<file path="config.mk">
export PLATFORM = sky130hd
export DESIGN_NAME = tse_trigger_sequence_engine
export DESIGN_NICKNAME = d
export VERILOG_FILES = /design/src/design/tse_pkg.sv /design/src/design/tse_trigger_sequence_engine.sv
export SDC_FILE = /design/constraint.sdc
export NUM_CORES = 2
export LEC_CHECK = 0
export ABC_AREA = 1
export BUFFER_PORTS_ARGS = -buffer_cell sky130_fd_sc_hd__buf_2
export CORE_AREA = 2 2 361 327
export CTS_CLUSTER_DIAMETER = 30
export DETAILED_ROUTE_END_ITERATION = 6
export DIE_AREA = 0 0 363 329
export SLEW_MARGIN = 30
export SYNTH_ARGS = -nofsm -noshare
export SYNTH_HDL_FRONTEND = slang
export SYNTH_SLANG_ARGS = --single-unit
</file>
<file path="constraint.sdc">
create_clock -name core_clk -period 7.7 [get_ports core_clk]
set_input_delay 0 -clock core_clk [delete_from_list [all_inputs] [get_ports core_clk]]
set_output_delay 0 -clock core_clk [all_outputs]
set_load 0.01 [all_outputs]
</file>
<file path="src/design/tse_pkg.sv">
// Shared constants for the trigger sequence engine.
package tse_pkg;
  // Build-time sizes.
  localparam int NUM_TERMS      = 16;
  localparam int TERM_IDX_W     = 4;
  localparam int SLOTS          = 4;
  localparam int SLOT_W         = 8;
  localparam int MAX_STAGES_DEF = 16;
  localparam int CNT_W_DEF      = 16;
  localparam int EVT_LIMIT_DEF  = 65535;
  // Register byte offsets.
  localparam logic [7:0] OFS_CTRL     = 8'h00;
  localparam logic [7:0] OFS_DEPTH    = 8'h04;
  localparam logic [7:0] OFS_STATUS   = 8'h08;
  localparam logic [7:0] OFS_IRQ_STAT = 8'h0c;
  localparam logic [7:0] OFS_IRQ_MASK = 8'h10;
  localparam logic [7:0] OFS_STAGE    = 8'h40;
  localparam logic [7:0] STAGE_STRIDE = 8'h08;
  localparam logic [7:0] OFS_CFG_SUB  = 8'h04;
  // Control bits, write one to act.
  localparam int CTRL_ARM    = 0;
  localparam int CTRL_DISARM = 1;
  // Status bits.
  localparam int ST_RUN  = 0;
  localparam int ST_DONE = 1;
  localparam int ST_ERR  = 2;
  localparam int ST_PTR  = 4;
  // Interrupt bits.
  localparam int IRQ_TRIG = 0;
  localparam int IRQ_REJ  = 1;
  localparam int IRQ_W    = 2;
  // Slot fields inside a stage condition word.
  localparam int SL_TERM = 0;
  localparam int SL_NEG  = 4;
  localparam int SL_OP   = 5;
  localparam int SL_GRP  = 7;
  // Stage configuration fields.
  localparam int CF_CNT  = 0;
  localparam int CF_MODE = 16;
  localparam int CF_IMM  = 18;
  localparam int CF_TRUE = 19;
  // Reset values.
  localparam logic [31:0] RST_WORD = 32'h0000_0000;
  localparam logic [1:0]  RST_MASK = 2'h0;
  // Slot combine operators.
  typedef enum logic [1:0] {OP_AND, OP_OR, OP_XOR, OP_NONE} tse_op_e;
  // Occurrence counter modes.
  typedef enum logic [1:0] {CM_NONE, CM_ANY, CM_CONSEC, CM_BAD} tse_cm_e;
  // Sequencer states.
  typedef enum logic [1:0] {SQ_IDLE, SQ_RUN, SQ_DONE} tse_sq_e;
endpackage

</file>
<file path="src/design/tse_trigger_sequence_engine.sv">
// Trigger sequencer with its Wishbone register file and interrupt.
//
// Design decisions made here: the Wishbone register port and the placing of the registers.
`timescale 1ns/100ps
// What this block does
// - Up to sixteen ordered stages per expression.
// - Immediate link checks next stage one cycle only.
// - Immediate stage false then restart from first.
// - Eventual link waits, checking from next cycle.
// - Any-order counter counts true cycles to target.
// - Consecutive counter break restarts whole expression.
// - Count limit fixed at build, not software.
// - Always-true stage with count is a delay.
// - One counter per stage, whole condition.
// - Immediate-entered stage forbids any-order counter.
// - Group first, else left to right in stage.
// - Negation tighter; binary operators share precedence.
// - Single term stage triggers on that match.
// - Reserved depth is build time, may exceed loaded.
// - Depth above reserved is rejected, never run.
// - Grouping never crosses a stage boundary.
module tse_trigger_sequence_engine #(
  parameter int MAX_STAGES = tse_pkg::MAX_STAGES_DEF,
  parameter int CNT_W      = tse_pkg::CNT_W_DEF,
  parameter int EVT_LIMIT  = tse_pkg::EVT_LIMIT_DEF
) (
  // Clock and reset.
  input  wire logic                           core_clk,
  input  wire logic                           sys_rst,
  // Wishbone slave.
  input  wire logic                           wb_cyc_i,
  input  wire logic                           wb_stb_i,
  input  wire logic                           wb_we_i,
  input  wire logic [7:0]                     wb_adr_i,
  input  wire logic [3:0]                     wb_sel_i,
  input  wire logic [31:0]                    wb_dat_i,
  output logic      [31:0]                    wb_dat_o,
  output logic                                wb_ack_o,
  // Match term results, one bit per term.
  input  wire logic [tse_pkg::NUM_TERMS-1:0]  matchTerm,
  // Trigger and interrupt.
  output logic                                trigger,
  output logic                                irq
);
  import tse_pkg::*;
  localparam int PW = $clog2(MAX_STAGES);
  localparam int DW = $clog2(MAX_STAGES + 1);
  localparam logic [DW-1:0]    MAXD  = DW'(MAX_STAGES);
  localparam logic [CNT_W-1:0] LIMIT = CNT_W'(EVT_LIMIT);
  // Storage for the loaded expression; reserved depth is fixed here.
  logic [31:0]    condMem [MAX_STAGES];
  logic [31:0]    cfgMem  [MAX_STAGES];
  logic [DW-1:0]  depthReg;
  logic [IRQ_W-1:0] irqStatReg;
  logic [IRQ_W-1:0] irqMaskReg;
  logic           errReg;
  logic           ackReg;
  logic [31:0]    datReg;
  tse_sq_e        stateReg;
  logic [PW-1:0]  ptrReg;
  logic [CNT_W-1:0] cntReg;
  logic           firstReg;
  logic           trigReg;
  // Bus decode; a write lands on the edge where ack is seen high.
  logic       wbReq;
  logic       wbWr;
  logic       stageHit;
  logic [PW-1:0] stageIdx;
  logic       cfgSel;
  logic [31:0] selMask;
  assign wbReq    = wb_cyc_i & wb_stb_i;
  assign wbWr     = wbReq & wb_we_i & ackReg;
  assign stageHit = (wb_adr_i >= OFS_STAGE) &&
                    (wb_adr_i < OFS_STAGE + 8'(MAX_STAGES * 8));
  assign stageIdx = PW'((wb_adr_i - OFS_STAGE) >> 3);
  assign cfgSel   = wb_adr_i[2];
  assign selMask  = {{8{wb_sel_i[3]}}, {8{wb_sel_i[2]}},
                     {8{wb_sel_i[1]}}, {8{wb_sel_i[0]}}};
  function automatic logic [31:0] merge(input logic [31:0] old,
                                        input logic [31:0] nw,
                                        input logic [31:0] m);
    merge = (old & ~m) | (nw & m);
  endfunction
  logic armPulse;
  logic disarmPulse;
  assign armPulse    = wbWr && wb_adr_i == OFS_CTRL &&
                       wb_sel_i[0] && wb_dat_i[CTRL_ARM];
  assign disarmPulse = wbWr && wb_adr_i == OFS_CTRL &&
                       wb_sel_i[0] && wb_dat_i[CTRL_DISARM];
  // Ack one cycle after the request, dropped the cycle after.
  always_ff @(posedge core_clk) begin
    if (sys_rst) begin
      ackReg <= 1'b0;
    end else begin
      ackReg <= wbReq & ~ackReg;
    end
  end
  assign wb_ack_o = ackReg;
  // Stage memory writes; arrays have no reset, software loads them.
  always_ff @(posedge core_clk) begin
    if (wbWr && stageHit) begin
      if (cfgSel) begin
        cfgMem[stageIdx] <= merge(cfgMem[stageIdx], wb_dat_i, selMask);
      end else begin
        condMem[stageIdx] <= merge(condMem[stageIdx], wb_dat_i, selMask);
      end
    end
  end
  // Loaded depth and interrupt mask.
  always_ff @(posedge core_clk) begin
    if (sys_rst) begin
      depthReg   <= DW'(1);
      irqMaskReg <= RST_MASK;
    end else if (wbWr && wb_sel_i[0]) begin
      if (wb_adr_i == OFS_DEPTH) begin
        depthReg <= wb_dat_i[DW-1:0];
      end
      if (wb_adr_i == OFS_IRQ_MASK) begin
        irqMaskReg <= wb_dat_i[IRQ_W-1:0];
      end
    end
  end
  // Condition of one stage: negation per slot, then a left-to-right
  // fold where a run of group-flagged slots folds first.
  function automatic logic evalCond(input logic [31:0] w,
                                    input logic [NUM_TERMS-1:0] t);
    logic outer;
    logic inner;
    logic v;
    logic inGrp;
    logic first;
    logic [1:0] gop;
    logic [SLOT_W-1:0] s;
    outer = 1'b0;
    inner = 1'b0;
    inGrp = 1'b0;
    first = 1'b1;
    gop   = OP_AND;
    for (int k = 0; k < SLOTS; k++) begin
      s = w[k*SLOT_W +: SLOT_W];
      v = t[s[SL_TERM +: TERM_IDX_W]] ^ s[SL_NEG];
      if (k == 0 || s[SL_OP +: 2] != OP_NONE) begin
        if (s[SL_GRP]) begin
          if (!inGrp) begin
            inner = v;
            gop   = s[SL_OP +: 2];
            inGrp = 1'b1;
          end else begin
            inner = comb(inner, v, s[SL_OP +: 2]);
          end
        end else begin
          if (inGrp) begin
            outer = first ? inner : comb(outer, inner, gop);
            first = 1'b0;
            inGrp = 1'b0;
          end
          outer = first ? v : comb(outer, v, s[SL_OP +: 2]);
          first = 1'b0;
        end
      end
    end
    // A group still open is closed at the end of its own stage.
    if (inGrp) begin
      outer = first ? inner : comb(outer, inner, gop);
    end
    evalCond = outer;
  endfunction

  function automatic logic comb(input logic a, input logic b,
                                input logic [1:0] op);
    unique case (op)
      OP_AND:  comb = a & b;
      OP_OR:   comb = a | b;
      OP_XOR:  comb = a ^ b;
      OP_NONE: comb = a;
    endcase
  endfunction
  // Arm-time check over the loaded stages.
  logic cfgValid;
  always_comb begin
    cfgValid = depthReg != '0 && depthReg <= MAXD;
    for (int i = 0; i < MAX_STAGES; i++) begin
      if (DW'(i) < depthReg) begin
        if (cfgMem[i][CF_MODE +: 2] == CM_BAD) begin
          cfgValid = 1'b0;
        end
        if (cfgMem[i][CF_CNT +: CNT_W] > LIMIT) begin
          cfgValid = 1'b0;
        end
        if (cfgMem[i][CF_IMM] && i != 0 &&
            cfgMem[i][CF_MODE +: 2] == CM_ANY) begin
          cfgValid = 1'b0;
        end
      end
    end
  end
  // Current stage view.
  logic [31:0]      curCfg;
  logic             cond;
  logic [1:0]       mode;
  logic             immEntry;
  logic [CNT_W-1:0] target;
  logic [CNT_W-1:0] cntInc;
  logic             lastStage;
  logic             hit;
  logic             restart;
  assign curCfg    = cfgMem[ptrReg];
  // The counter field is the only one per stage and covers it whole.
  assign mode      = curCfg[CF_MODE +: 2];
  assign cond      = curCfg[CF_TRUE] | evalCond(condMem[ptrReg],
                                                matchTerm);
  assign immEntry  = curCfg[CF_IMM] && ptrReg != '0 && firstReg;
  assign target    = (curCfg[CF_CNT +: CNT_W] == '0) ? CNT_W'(1)
                                                  : curCfg[CF_CNT +: CNT_W];
  assign cntInc    = cntReg + CNT_W'(1);
  assign lastStage = DW'(ptrReg) + DW'(1) >= depthReg;
  // Completion and abandonment decisions for the current cycle.
  always_comb begin
    hit     = 1'b0;
    restart = 1'b0;
    if (stateReg == SQ_RUN) begin
      if (immEntry && !cond) begin
        restart = 1'b1;
      end else if (mode == CM_NONE) begin
        hit = cond;
      end else if (cond) begin
        hit = cntInc >= target;
      end else if (mode == CM_CONSEC && cntReg != '0) begin
        restart = 1'b1;
      end
    end
  end
  // Sequencer state, pointer and occurrence counter.
  always_ff @(posedge core_clk) begin
    if (sys_rst) begin
      stateReg <= SQ_IDLE;
      ptrReg   <= '0;
      cntReg   <= '0;
      firstReg <= 1'b0;
    end else if (armPulse) begin
      // An invalid expression never leaves idle.
      stateReg <= cfgValid ? SQ_RUN : SQ_IDLE;
      ptrReg   <= '0;
      cntReg   <= '0;
      firstReg <= 1'b0;
    end else if (disarmPulse) begin
      stateReg <= SQ_IDLE;
    end else if (stateReg == SQ_RUN) begin
      firstReg <= 1'b0;
      if (restart) begin
        ptrReg <= '0;
        cntReg <= '0;
      end else if (hit) begin
        cntReg <= '0;
        if (lastStage) begin
          stateReg <= SQ_DONE;
        end else begin
          ptrReg   <= ptrReg + PW'(1);
          firstReg <= 1'b1;
        end
      end else if (cond && mode != CM_NONE) begin
        cntReg <= cntInc;
      end
    end
  end
  // Single-cycle trigger pulse on final completion.
  always_ff @(posedge core_clk) begin
    if (sys_rst) begin
      trigReg <= 1'b0;
    end else begin
      trigReg <= hit && lastStage && !armPulse && !disarmPulse;
    end
  end
  assign trigger = trigReg;
  // Error flag from the last arm attempt.
  always_ff @(posedge core_clk) begin
    if (sys_rst) begin
      errReg <= 1'b0;
    end else if (armPulse) begin
      errReg <= !cfgValid;
    end
  end
  // Sticky events; a new event beats a same-cycle write-one clear.
  logic [IRQ_W-1:0] evt;
  logic [IRQ_W-1:0] clr;
  assign evt = {armPulse && !cfgValid, trigReg};
  assign clr = (wbWr && wb_adr_i == OFS_IRQ_STAT && wb_sel_i[0])
               ? wb_dat_i[IRQ_W-1:0] : '0;
  always_ff @(posedge core_clk) begin
    if (sys_rst) begin
      irqStatReg <= '0;
    end else begin
      irqStatReg <= (irqStatReg & ~clr) | evt;
    end
  end
  assign irq = |(irqStatReg & irqMaskReg);
  // Read mux, captured as the ack is raised; unmapped reads give zero.
  logic [31:0] rdMux;
  always_comb begin
    rdMux = RST_WORD;
    if (stageHit) begin
      rdMux = cfgSel ? cfgMem[stageIdx] : condMem[stageIdx];
    end else begin
      unique case (wb_adr_i)
        OFS_DEPTH:    rdMux[DW-1:0] = depthReg;
        OFS_STATUS: begin
          rdMux[ST_RUN]         = stateReg == SQ_RUN;
          rdMux[ST_DONE]        = stateReg == SQ_DONE;
          rdMux[ST_ERR]         = errReg;
          rdMux[ST_PTR +: PW]   = ptrReg;
        end
        OFS_IRQ_STAT: rdMux[IRQ_W-1:0] = irqStatReg;
        OFS_IRQ_MASK: rdMux[IRQ_W-1:0] = irqMaskReg;
        default:      rdMux = RST_WORD;
      endcase
    end
  end
  always_ff @(posedge core_clk) begin
    if (sys_rst) begin
      datReg <= RST_WORD;
    end else if (wbReq && !ackReg) begin
      datReg <= rdMux;
    end
  end
  assign wb_dat_o = datReg;
endmodule // tse_trigger_sequence_engine

</file>
==> results.cfg <==
[routing]
postRouteAntennaNets = 0
num_vias = 44140
drtIter0Drc = 6607
first_pass_iters = 7
wl_um = 191000
avgRoutedWirePerCell_um = 27.52
routed_via_density = 6.362
drc = 0

[synthesis]
synth_compound_area_share_pct = 18.31
synthXorXnorAreaFrac_pct = 0.2605
synth_top_family_by_area = compound AO/OA/AOI/OAI gates
postSynthNetCount = 5121
synth_edf_count = 1024
synth_adder_area_share_pct = 1.018
syn_inst = 5013
synth-main-ff-cell = edfxtp_1
ys_ff_latch = 1095
yosysWarnings = 0
synth.distinct_cells = 55
seq_area_frac_synth_pct = 60.88
synth.top_cell.area_share_pct = 58.19
synth-simple-area-share_pct = 13.24
synth_area_um2 = 52840
syn_avg_cell_area_um2 = 10.54
synth.largest_area_cell = edfxtp_1
synth_area_leaders = edfxtp_1 (58%), nand3_1 (6.4%), o211ai_1 (4.4%)
synthMuxAreaShare_pct = 0
synthArstFlopShare_pct = 0

[global_routing]
grt_max_degree = 136
grt_pass1_wl_um = 275200
grt_pass1_vias = 41940
grt-ovfl-total = 0
grt_use_total_pct = 31.11
antenna_found_initial = 4

[sta]
period_needed_ns = 7.238
finClkSkew_ns = 0.02398
fin_crit_sh_pct = 94.00
slew_violations = 0
tightest_slew_ns = 1.052
max_freq_ghz = 0.1382
slew_headroom_pct = 29.19
fin_tns_setup_ns = 0
final-hold-violation-count = 0
setup_viol = 0

[floorplanning]
ios = 100
fp-row-count = 119
start_util_pct = 45.56
die_w_um = 363
coreArea_um2 = 116000
die_h_um = 329
die_area_um2 = 119400

[critical_path]
cp.arrival_ns = 7.91
rr_worst_depth = 63
endpoint_kind = flip-flop
rrSetupSlack_ns = 0.46
crit_type = flip-flop to flip-flop
slowest_stage = dfxtp_4
endpoint = cntReg[1]
setup.worst_path.start_class = flip-flop
r2r-end = cntReg[1]
cp.required_ns = 8.37
cp_slowest_stage_delay_ns = 0.38
cp_common_cell = nand2_1
critPathMaxFanout = 8

[clock_tree]
cts_root_buf = clkbuf_16
clkLatencyLatePin_ns = 0.80
cts.path.max_buffers = 3
cts.sinks = 1095
tritoncts = yes
clk_pin_slew_ns = 0.05
cts_buffers = 227
cts-htree-levels = 4

[placement]
post-place-cells = 6439
io_buffers = 99
hpwl_um = 107500
place.gp.congestion = 0.9170

[outcome]
status = finished, final reports clean

[layout]
mostFrequentLayoutCell = edfxtp_1
areaGrowthSynthToFinish_pct = 21.21
final_cells = 6939
drive_gt1_share_pct = 15.24
final_nets = 5338
final_cell_mix = edfxtp_1 (1024), nand3_1 (658), nand2_1 (529)

[pwr]
swShare_pct = 22.55
ir_drop_v = 0.0002016
power_frac_seq_pct = 38.5
pwr-share-clk_pct = 56.5
intPower_mw = 13.29
power_leakage_nw = 23.35
comb_power_share_pct = 5.0
p_total_mw = 17.16
switchingPower_mw = 3.870
powerDensity_nw_per_um2 = 268.0

[worst_hold_path]
worstHoldPathType = input port to flip-flop

[run]
drv_cap = 0
[layer usage]
layer  track usage, %  up-vias  share of wire [%]
met4            12.16        4                3.7
met5                0        -              0.014
met3            8.242      527                 13
li1                 -    19240                  -
met1            42.54    21370                 39
met2            47.41     3001                 44
[worst min path at each step]
stage                      to        start  depth (start not counted)  slack (ns)
2_1_floorplan     depthReg[0]  wb_dat_i[0]                          2        0.13
3_3_place_gp      depthReg[0]  wb_dat_i[0]                          3        0.32
3_5_place_dp      depthReg[0]  wb_dat_i[0]                          3        0.33
4_1_cts        condMem[7][21]  wb_sel_i[2]                          3        0.02
5_1_grt        condMem[7][21]  wb_sel_i[2]                          3        0.08
6_report       condMem[15][8]  wb_sel_i[1]                          4        0.09
[metrics by stage]
| stage | setup slack [ns] | util, % | area [µm²] | hold slack (ns) |
|---|---|---|---|---|
| floorplan | 1.038 | - | 52840 | 0.1304 |
| global placement | 0.2791 | 47.69 | 55310 | 0.3205 |
| detailed placement | 0.06368 | 47.75 | 55380 | 0.3276 |
| CTS | 0.03439 | 54.71 | 63460 | 0.02224 |
| global route | -0.05827 | 55.22 | 64050 | 0.08446 |
| finish | 0.4624 | 55.22 | 64050 | 0.09498 |
[power groups by stage]
stage	Combinational [mW]	Clock [mW]	Sequential [mW]
global placement	0.806	0	6.72
CTS	0.835	9.74	6.61
detailed placement	0.815	0	6.72
floorplan	0.412	0	6.73
finish	0.862	9.69	6.61
global route	0.899	10.0	6.61
[layout make-up]
| class | count | area (µm²) |
|---|---|---|
| Fill cell | 9736 | 51940 |
| Sequential cell | 1095 | 32190 |
| Multi-Input combinational cell | 3147 | 17820 |
| Clock buffer | 254 | 5782 |
| Timing Repair Buffer | 364 | 2959 |
| Tap cell | 1512 | 1892 |
| Clock inverter | 171 | 1869 |
| Inverter | 393 | 1521 |
| Timing Repair inverter | 2 | 20.02 |
| Antenna cell | 1 | 2.502 |
[cell usage after synthesis, types with 61 or more instances]
library cell  count
edfxtp_1       1024
nand3_1         671
nand2_1         544
o21ai_0         438
inv_1           375
o211ai_1        313
a21oi_1         270
a22oi_1         250
clkbuf_1        239
nor2_1          224
dfxtp_1          71
a31oi_1          61
[cell families after synthesis]
family / after synthesis
compound gates: 1529
flops: 1095
xor+xnor: 14
buf+inv: 776
fa+ha+maj: 43
simple gates: 1556
[flip-flops by register name, indices dropped and copies added (netlist names), named ones only]
signal,count
cfgMem,512
stateReg,2
cntReg,16
irqStatReg,2
irqMaskReg,2
condMem,512
depthReg,5
ptrReg,4
wb_ack_o,1
wb_dat_o,32
errReg,1
firstReg,1
trigger,1
[worst max-delay path: cells and delay by family (launching register included)]
family          cells  cell delay [ns]
simple gates       43             3.73
fa+ha+maj           6             1.55
compound gates      5             0.74
buf+inv             9             0.66
flops               1             0.38
[what timing repair did]
| action | 4_1_cts | 5_1_grt |
|---|---|---|
| endpoints found under the hold margin | 950 | 0 |
| buffers inserted | 0 | 19 |
| gates resized for setup | 0 | 59 |
| setup endpoints to repair | 0 | 28 |
| hold buffers | 43 | 0 |
No activity file was read; power rests on OpenSTA's default activity.
